<file path="src/pkg/intc_defines.svh">
/*
 * constants for the interrupt vector priority unit: vector addresses,
 * source indices and source count.
 * assumes inclusion by bare name; definitions only.
 */
`ifndef INTC_DEFINES_SVH
`define INTC_DEFINES_SVH

`define NUM_SOURCES        23
`define SRC_IDX_W          5
`define VEC_ADDR_W         16
`define VEC_TOP            16'hFFFE
`define VEC_UNUSED_LO      16'hFFC0
`define VEC_UNUSED_HI      16'hFFD0
`define VEC_FIRST_USED     16'hFFD2
`define VEC_STEP           16'h0002
`define VEC_LOW_BYTE       16'h0001
`define SRC_DISPLAY        5'h00
`define SRC_SOFTWARE       5'h15
`define SRC_RESET          5'h16

`endif

</file>
<file path="src/pkg/intc_pkg.sv">
/*
 * types shared by the interrupt vector priority unit and its priority encoder.
 * assumes intc_defines.svh is on the include path.
 */
`include "intc_defines.svh"

package intc_pkg;
   typedef logic [`NUM_SOURCES-1:0] src_vec_t;
   typedef logic [`SRC_IDX_W-1:0]   src_idx_t;
   typedef logic [`VEC_ADDR_W-1:0]  vec_addr_t;
   typedef logic [7:0]              byte_t;

   typedef enum logic [1:0] {
      FETCH_IDLE = 2'b00,
      FETCH_HIGH = 2'b01,
      FETCH_LOW  = 2'b10
   } fetch_state_e;
endpackage

</file>
<file path="src/pkg/prio_if.sv">
/*
 * carrier between the unit and its priority encoder: qualified requests in,
 * winning index and valid out.
 * assumes a single clock domain; purely combinational signals.
 */
`timescale 1ns/1ps

interface prio_if;
   import intc_pkg::*;
   src_vec_t  req;
   src_idx_t  win_idx;
   logic      win_valid;

   modport unit (output req, input win_idx, input win_valid);
   modport enc  (input req, output win_idx, output win_valid);
endinterface

</file>
<file path="src/hdl/interrupt_vector_priority_unit.sv">
/*
 * interrupt vector priority unit: per-source sticky flags, local enables,
 * priority selection by vector address and a two-byte vector fetch port.
 * assumes the core masks requests with its global mask bit, stacks its
 * registers, then fetches the vector; peripherals clear flags by pulse.
 */
// Operation
// - higher vector address wins; reset vector has top priority
// - vector is two bytes: high byte at even address, low byte next
// - source event sets its flag regardless of local enable
// - request raised only while flag and local enable are both one; software and reset need only the flag
// - after stacking, core sets mask and fetches current winner's vector
// - vectors from lowest pair up to below display are unused
// - several pending when mask clears: highest priority serviced first
`timescale 1ns/1ps
`include "intc_defines.svh"

module interrupt_vector_priority_unit #(
   parameter int N = `NUM_SOURCES
) (
   // clock and reset
   input  wire logic                clk,
   input  wire logic                rst_b,
   // peripheral side
   input  wire intc_pkg::src_vec_t  src_event,
   input  wire intc_pkg::src_vec_t  src_clear,
   input  wire intc_pkg::src_vec_t  src_enable,
   // core side
   input  wire logic                global_mask,
   output logic                     irq_pending,
   input  wire logic                vec_fetch_start,
   input  wire logic                vec_byte_req,
   output intc_pkg::vec_addr_t      vec_addr,
   output intc_pkg::byte_t          vec_byte,
   output logic                     vec_byte_valid,
   output intc_pkg::src_idx_t       vec_src,
   output intc_pkg::src_vec_t       flags,
   // vector table contents, one service address per source
   input  wire intc_pkg::vec_addr_t service_addr [`NUM_SOURCES]
);
   import intc_pkg::*;

   // elaboration checks: the map below assumes the full source set, with
   // display lowest and software and reset as the two highest sources
   if (N != `NUM_SOURCES) begin : g_bad_n
      $error("unit: N must match vector table size");
   end
   if ((1 << `SRC_IDX_W) < N) begin : g_bad_w
      $error("unit: source index too narrow for N");
   end
   if (`SRC_DISPLAY != 0) begin : g_bad_low
      $error("unit: display must be the lowest source");
   end
   if (`SRC_RESET != N - 1 || `SRC_SOFTWARE != N - 2) begin : g_bad_top
      $error("unit: reset and software must be the two highest sources");
   end
   if (`VEC_FIRST_USED + `VEC_STEP * (N - 1) != `VEC_TOP) begin : g_bad_map
      $error("unit: vector map must end at the reset vector");
   end
   if (`VEC_UNUSED_LO > `VEC_UNUSED_HI) begin : g_bad_gap
      $error("unit: unused vector space is empty");
   end
   if (`VEC_FIRST_USED != `VEC_UNUSED_HI + `VEC_STEP) begin : g_bad_first
      $error("unit: first used vector must follow the unused space");
   end

   src_vec_t     flag_r;
   src_vec_t     req;
   src_idx_t     sel_r;
   vec_addr_t    target_r;
   fetch_state_e state_r;
   logic         reset_fetch_r;
   prio_if       pif ();
   // winner and fetch strobes
   src_idx_t     win_now;
   logic         take_start;
   logic         take_high;
   logic         take_low;

   prio_encoder #(.N(N)) u_enc (
      .p (pif.enc)
   );

   // flags: set wins over clear so a same-cycle event is kept
   genvar g;
   generate
      for (g = 0; g < N; g++) begin : g_src
         always_ff @(posedge clk or negedge rst_b) begin
            if (!rst_b) begin
               flag_r[g] <= 1'b0;
            end else if (src_event[g]) begin
               flag_r[g] <= 1'b1;
            end else if (src_clear[g]) begin
               flag_r[g] <= 1'b0;
            end
         end
         // software and reset sources have no local enable; only reset also skips the global mask
         if (g == `SRC_SOFTWARE || g == `SRC_RESET) begin : g_nm
            assign req[g] = flag_r[g];
         end else begin : g_m
            assign req[g] = flag_r[g] & src_enable[g];
         end
      end
   endgenerate

   assign pif.req = req;
   assign flags   = flag_r;

   // reset vector ignores the global mask; others wait for the core
   assign irq_pending = pif.win_valid & (~global_mask | req[`SRC_RESET]);

   // map index to vector: display at first used pair, upward by two;
   // addresses below it never reach the core as a source
   function automatic vec_addr_t vector_of(input src_idx_t idx);
      vec_addr_t a;
      a = `VEC_FIRST_USED + vec_addr_t'({idx, 1'b0});
      return a;
   endfunction

   // the winner is frozen when the core starts the fetch, after stacking;
   // with nothing pending the core is running the software interrupt instruction
   assign take_start = vec_fetch_start && (state_r == FETCH_IDLE);
   assign win_now    = pif.win_valid ? pif.win_idx : `SRC_SOFTWARE;

   always_ff @(posedge clk or negedge rst_b) begin
      if (!rst_b) begin
         sel_r    <= `SRC_RESET;
         target_r <= '0;
      end else if (take_start) begin
         sel_r    <= win_now;
         target_r <= service_addr[win_now];
      end
   end

   // until the first fetch the core is leaving reset, so the reset source is shown
   always_ff @(posedge clk or negedge rst_b) begin
      if (!rst_b) begin
         reset_fetch_r <= 1'b1;
      end else if (take_start) begin
         reset_fetch_r <= 1'b0;
      end
   end

   // fetch sequencer: high byte at even address, then low byte
   always_ff @(posedge clk or negedge rst_b) begin
      if (!rst_b) begin
         state_r <= FETCH_IDLE;
      end else begin
         case (state_r)
            FETCH_IDLE: begin
               if (vec_fetch_start) begin
                  state_r <= FETCH_HIGH;
               end
            end
            FETCH_HIGH: begin
               if (vec_byte_req) begin
                  state_r <= FETCH_LOW;
               end
            end
            FETCH_LOW: begin
               if (vec_byte_req) begin
                  state_r <= FETCH_IDLE;
               end
            end
            default: begin
               state_r <= FETCH_IDLE;
            end
         endcase
      end
   end

   // byte requests are taken only in the two fetch states; an idle request is refused
   assign take_high = vec_byte_req && (state_r == FETCH_HIGH);
   assign take_low  = vec_byte_req && (state_r == FETCH_LOW);

   // one-cycle strobe per accepted byte request
   always_ff @(posedge clk or negedge rst_b) begin
      if (!rst_b) begin
         vec_byte_valid <= 1'b0;
      end else begin
         vec_byte_valid <= take_high | take_low;
      end
   end

   // address of the byte delivered: even half first, odd half next
   always_ff @(posedge clk or negedge rst_b) begin
      if (!rst_b) begin
         vec_addr <= `VEC_TOP;
      end else if (take_high) begin
         vec_addr <= vector_of(sel_r);
      end else if (take_low) begin
         vec_addr <= vector_of(sel_r) + `VEC_LOW_BYTE;
      end
   end

   // byte delivered; it stands until the next accepted request
   always_ff @(posedge clk or negedge rst_b) begin
      if (!rst_b) begin
         vec_byte <= '0;
      end else if (take_high) begin
         vec_byte <= target_r[15:8];
      end else if (take_low) begin
         vec_byte <= target_r[7:0];
      end
   end

   // source index shown to the core, one cycle behind the latched winner
   always_ff @(posedge clk or negedge rst_b) begin
      if (!rst_b) begin
         vec_src <= `SRC_RESET;
      end else begin
         vec_src <= reset_fetch_r ? `SRC_RESET : sel_r;
      end
   end

   // stacking order and mask setting live in the core; this unit only
   // depends on the fetch starting after stacking
endmodule

</file>
<file path="src/hdl/prio_encoder.sv">
/*
 * fixed priority encoder: the highest set request index wins.
 * assumes index order follows vector address order, lowest address at index 0.
 */
`timescale 1ns/1ps
`include "intc_defines.svh"

module prio_encoder #(
   parameter int N = `NUM_SOURCES
) (
   // request side
   prio_if.enc  p
);
   import intc_pkg::*;

   // the carrier is sized for the full source set
   if (N != `NUM_SOURCES) begin : g_bad_n
      $error("prio_encoder: N must match source count");
   end

   // scanning upward lets the highest index overwrite lower ones
   always_comb begin
      p.win_idx   = '0;
      p.win_valid = 1'b0;
      for (int i = 0; i < N; i++) begin
         if (p.req[i]) begin
            p.win_idx   = src_idx_t'(i);
            p.win_valid = 1'b1;
         end
      end
   end
endmodule

</file>
<file path="config.mk">
export PLATFORM = sky130hd
export DESIGN_NAME = interrupt_vector_priority_unit
export DESIGN_NICKNAME = d
export VERILOG_FILES = /design/src/pkg/intc_pkg.sv /design/src/pkg/prio_if.sv /design/src/hdl/interrupt_vector_priority_unit.sv /design/src/hdl/prio_encoder.sv
export VERILOG_INCLUDE_DIRS = /design/src /design/src/pkg
export SDC_FILE = /design/constraint.sdc
export NUM_CORES = 1
export LEC_CHECK = 0
export ABC_AREA = 1
export BUFFER_PORTS_ARGS = -buffer_cell sky130_fd_sc_hd__buf_2
export CAP_MARGIN = 25
export CORE_AREA = 3 3 191 193
export CTS_BUF_LIST = sky130_fd_sc_hd__clkbuf_16
export DETAILED_ROUTE_END_ITERATION = 12
export DIE_AREA = 0 0 194 196
export GPL_TIMING_DRIVEN = 0
export HOLD_SLACK_MARGIN = 0.15
export RECOVER_POWER = 25
export SLEW_MARGIN = 20
export SYNTH_ARGS = -nofsm -noshare
export SYNTH_HDL_FRONTEND = slang
export SYNTH_SLANG_ARGS = --single-unit
</file>
<file path="constraint.sdc">
create_clock -name clk -period 2.79 [get_ports clk]
set_input_delay 0.558 -clock clk [delete_from_list [all_inputs] [get_ports clk]]
set_output_delay 0.558 -clock clk [all_outputs]
set_load 0.02 [all_outputs]
</file>
After elaboration in Yosys (flattened, before gate mapping):

Index checks and enable logic that the tools add are counted.

* bits in registers: 77
* logic and storage cells: 198

* bitwise operators: 26
* equality and inequality tests: 5
* muxes and demuxes: 104
* reductions and logical operators: 29
* $lt $le $gt $ge: 1
* add/sub/neg operators: 2

Operators with widths (number)
* $bmux W16 S5: 1
* $mux W1: 70
* $mux W16: 4
* $reduce_bool A2 Y1: 24
* $mux W5: 9
* $mux W4: 8
* $and A1 B1 Y1: 22
* $mux W8: 2
* $mux W3: 4
* $mux W2: 5
* $add A8 B2 Y9 const B: 1
* $add A7 B7 Y8 const A: 1
* $ge A6 B6 Y1 const B: 1
* $ne A2 B2 Y1 const B: 3
* $not A5 Y6: 1
* $pmux W2 S3: 1
* $logic_and A1 B1 Y1: 3
* $reduce_and A3 Y1: 1
* $eq A2 B1 Y1 const B: 1
* $eq A2 B2 Y1 const B: 1
* $logic_not A2 Y1: 1
* $or A1 B1 Y1: 2
* $not A1 Y1: 1

Depth between registers and ports, before layout:

* depth after elaboration: 29
* depth in mapped cells: 34
* depth with buffers taken out: 32

Hierarchy:

A second synthesis with hierarchy kept.

* cell total of the unflattened synthesis: 1217
* area total of the unflattened synthesis: 6915.4 um2

By module, submodules not included
* interrupt_vector_priority_unit: cells an instance 1143, seq. area each 1744.2 um2, times used 1, area each 6595.1 um2
* prio_encoder: cells an instance 74, seq. area each 0.0 um2, times used 1, area each 320.3 um2

Worst setup path before layout:

OpenSTA, ideal clock, no wires.

* kind: input to register
* start: input src_enable[1]
* end: register target_r[10]
* setup time: 0.121 ns
* slack: 0.196 ns
* arrival time: 2.472 ns
* buffers on the path: 3
* stages: 32
* cell sequence: nand2_1 > inv_2 > nand2_1 > nand2_1 > nand2_1 > nand2_1 > nand2_1 > nand2_1 > nand2_1 > nand2_1 > nand2_1 > nand2_1 > nand2_1 > nand2_1 > nand2_1 > nand2_1 > nand2_1 > nand2_1 > nand2_1 > nand2_1 > nand2_2 > nand2_4 > nand2_2 > buf_6 > buf_6 > buf_6 > a21oi_2 > nand2_1 > nand2_1 > nand2_1 > a22oi_1 > nand2_1

* longest elaborated chain between the ends: 28

RTL lines
* start: declaration: RTL line interrupt_vector_priority_unit.sv:27 `input wire intc_pkg::src_vec_t src_enable,`
* $and A1 B1 Y1 (*): RTL line interrupt_vector_priority_unit.sv:101 `assign req[g] = flag_r[g] & src_enable[g];`
* $mux W1: RTL line prio_encoder.sv:26 `if (p.req[i]) begin`
* $mux W2 / $mux W1 (equally long branches) (2 in series): RTL line prio_encoder.sv:26
* $mux W3 / $mux W1 (equally long branches) (4 in series): RTL line prio_encoder.sv:26
* $mux W4 / $mux W1 (equally long branches) (8 in series): RTL line prio_encoder.sv:26
* $mux W5 / $mux W1 (equally long branches) (7 in series): RTL line prio_encoder.sv:26
* $mux W5 (no source line) (*)
* $not A5 Y6 (implied by the code) (*): RTL line interrupt_vector_priority_unit.sv:131 `target_r <= service_addr[win_now];`
* $bmux W16 S5 (*): RTL line interrupt_vector_priority_unit.sv:131
* $mux W16 (implied by the code) (*) (2 in series): RTL line interrupt_vector_priority_unit.sv:131
* end signal: assignment: RTL line interrupt_vector_priority_unit.sv:131
* end: declaration: RTL line interrupt_vector_priority_unit.sv:70 `vec_addr_t target_r;`

Every way passes the cells marked *; elsewhere a longest branch is shown, timed or not. The select of a mux whose other input is x is not followed.
A chain may end at the register's enable or synchronous reset.

Final worst setup path:

* start: register flag_r[1], in the netlist flags[1]
* end: register target_r[13]

* longest elaborated chain between the ends: 28

RTL lines
* start: declaration: RTL line interrupt_vector_priority_unit.sv:67 `src_vec_t flag_r;`
* start signal: indexed assignment: RTL line interrupt_vector_priority_unit.sv:90 `flag_r[g] <= 1'b0;`
* start signal: indexed assignment: RTL line interrupt_vector_priority_unit.sv:92 `flag_r[g] <= 1'b1;`
* start signal: indexed assignment: RTL line interrupt_vector_priority_unit.sv:94 `flag_r[g] <= 1'b0;`
* $and A1 B1 Y1 (*): RTL line interrupt_vector_priority_unit.sv:101
* $mux W1: RTL line prio_encoder.sv:26
* $mux W2 / $mux W1 (equally long branches) (2 in series): RTL line prio_encoder.sv:26
* $mux W3 / $mux W1 (equally long branches) (4 in series): RTL line prio_encoder.sv:26
* $mux W4 / $mux W1 (equally long branches) (8 in series): RTL line prio_encoder.sv:26
* $mux W5 / $mux W1 (equally long branches) (7 in series): RTL line prio_encoder.sv:26
* $mux W5 (no source line) (*)
* $not A5 Y6 (implied by the code) (*): RTL line interrupt_vector_priority_unit.sv:131
* $bmux W16 S5 (*): RTL line interrupt_vector_priority_unit.sv:131
* $mux W16 (implied by the code) (*) (2 in series): RTL line interrupt_vector_priority_unit.sv:131

Marks and branches as above.

==> results.txt <==
EDFF count, synth: 0
Drt first pass iters: 5
Die area: 0.03802 sq mm
Async set or reset register ratio after synthesis: 100.0%
Period minus WS final: 2.924 ns
Chip height: 196 um
Layout area overhead: 56.48%
Top cell type's share of synthesized area: 19.58%
Leading area contributor after synthesis: nand2_1
Synth Flop Type: dfrtp_1
DRC: 0
Ratio of final minimum period to clock period: 104.8%
CTS tree: done
CORE AREA: 0.03471 sq mm
Initial Util: 21.15%
Syn avg cell area: 5.837 sq um
Violated checks: negative setup slack
Most frequent cell after synthesis: nand2_1
IO Pins: 496
# clock sinks: 69
Leakage dissipation: 6.294 nW
Antenna violation net count after detailed routing: 0
Setup TNS: -1.332 ns
CTS HTree Levels: 3
Synth Register Bits: 69
Worst Path Buf+Inv: 3
Number of DRC markers in iteration 0: 480
Mapped Nets: 1,701
Nets@finish: 2,215
Peak Freq: 342.0 MHz
GRT busiest layer: met2
Mapped Area: 0.007343 sq mm
Delay-heaviest family, CP: simple AND/OR/NAND/NOR gates
Max VDD drop: 0.5440 mV
Outcome: finished with violations
Endpoints failing setup: 16
Total global routing overflow: 0
Arrival time worst endpoint: 3.20 ns
Final core occ: 33.10%
GRT met1 Usage: 29.05%
Pwr dens: 505.7 mW/mm^2
Critical path class: reg -> reg
Crit-path max FO: 10
CTS buffer count: 9
Synthesis Warnings: 0
Post-DP HPWL: 39.36 mm
Rel. slew slack: 29.73%
Post-Synthesis Cells: 1,258
Final wirelength: 46.39 mm
GP Congestion: 0.9010
Skew final: 0.009025 ns
Largest cells by area after synthesis: nand2_1 (20%), dfrtp_1 (19%), nand3_1 (13%)
Max Slew Vio Count: 0
Distinct cells, synth: 33
Max_cap viols: 0
Pin count of the biggest net entering global routing: 51
Routed len/inst: 20.75 um
Hold Fails Final Rpt: 0
Skew-Pair Late Insertion Delay: 0.33 ns
Initial antenna violation count: 5
Tot GR Track Use: 22.93%
Vias in the first global route: 10,520
GR Layer Usage met2: 40.74%
Hold Crit Class: in -> reg
CP startpoint kind: flip-flop
Clock Tree Root: clkbuf_16
Largest stage delay on the critical path: 0.38 ns
Worst Tran Pin Value: 1.054 ns
Crit. End Element: flip-flop
Top post-synthesis cells by count: nand2_1 (383), nand3_1 (190), inv_1 (163), a21oi_1 (72), nand3b_1 (69)
Critical Path RT: 3.06 ns
Count of buffers from port buffering: 493
Die Span X: 194 um
Clock Tree Buf Depth: 2
Worst setup margin: -0.1337 ns
Clock slew at the register clock pins of the worst setup and hold paths: 0.07 ns
RSZ-0062 raised after global routing: true
Sequential fraction of the synthesis area: 23.75%
Share of cells above drive strength 1: 38.89%
Critical path's slowest cell: dfrtp_1
Met3 Use GR: 3.314%
CP dominant cell by count: nand2_1
Vias after detailed routing: 10,520
First-pass GRT wire length: 65.78 mm
Fill cells: 3,999
Vias per cell: 4.706
Row count: 68
## kinds of logic after synthesis
group                      share of synthesized area, %
DFF                                               23.75
AOI/OAI and AO/OA                                 16.94
and+or+nand+nor                                   43.12
xor gates and xnor gates                         0.1193
adders and majority gates                        0.1704
buffers and inverters                             15.74
muxes                                            0.1533
## area by class of cell
type	count	area (sq um)	area share [%]
multi-input combinational	926	4842	42.14
clock inverter	7	105.1	0.9146
clock buffer	9	225.2	1.960
timing repair buffer	503	2635	22.93
tap	455	569.3	4.954
sequential	69	1744	15.18
inverter	167	631.9	5.499
antenna	4	10.01	0.08711
buffer	96	728.2	6.337
## where the power goes
group / leakage, nW / switching (W) / internal (W) / total [W]
clock: 0.159 / 0.000493 / 0.000799 / 0.00129
combinational: 5.34 / 0.00175 / 0.00113 / 0.00289
sequential: 0.793 / 0.000245 / 0.00139 / 0.00163
total: 6.29 / 0.00249 / 0.00332 / 0.00581
## state kept, by name (all words and copies together), names as in the netlist
register and count:
reset_fetch_r 1, vec_byte_valid 1, vec_src 5, state_r 2, flags 23, vec_addr 8, vec_byte 8, target_r 16
sel_r 5
## timing repair
| action | in CTS | in global routing |
|---|---|---|
| gates resized for setup | 119 | 63 |
| endpoints found under the setup margin | 20 | 18 |
| hold buffers | 1 | 0 |
| setup buffers | 6 | 0 |
| cloned | 0 | 2 |
| pin swaps | 15 | 22 |
| hold endpoints to repair | 18 | 0 |
## through the flow
step                      worst slack (ns)  power [W]  hold slack, ns  cells  area, sq um
after floorplan                     0.1961   0.003183          0.2624   1258         7343
after global routing               -0.4341   0.006198          0.3917   2234        11490
after detailed placement            -1.465   0.004376          0.4641   2207        10410
after CTS                          -0.1546   0.005791          0.3868   2230        11200
after global placement              -1.503   0.004339          0.4677   2206        10380
final                              -0.1337   0.005811          0.3985   2236        11490
## layer usage
| layer | up-vias | wire length, um |
|---|---|---|
| met5 | - | 54 |
| met4 | 6 | 1318 |
| met3 | 54 | 2879 |
| met2 | 474 | 22700 |
| met1 | 4879 | 19450 |
| li1 | 5109 | - |
## placed cells by master (no fill, tap or decap), drive strengths merged, types with 2 or more instances in the layout
cell,count
a21oi,75
a22oi,2
a31oi,18
buf,560
bufinv,2
clkbuf,47
dfrtp,55
dfstp,14
diode,4
inv,170
nand2,387
nand3,190
nand3b,69
nand4,10
nor2,43
o21ai,96
o21bai,27
o31ai,2
## path summary, 6_finish.rpt
path                               start           end  slack [ns]  cells past startpoint
min in group asynchronous          rst_b   vec_byte[1]        0.66                      2
max in group asynchronous          rst_b   vec_addr[5]        1.54                      3
min                        src_clear[16]     flags[16]        0.40                      2
min reg2reg                  vec_addr[0]   vec_addr[0]        0.47                      2
max reg2reg                     flags[1]  target_r[13]       -0.13                     33
max                             flags[1]  target_r[13]       -0.13                     33
No activity file was read; power rests on OpenSTA's default activity.
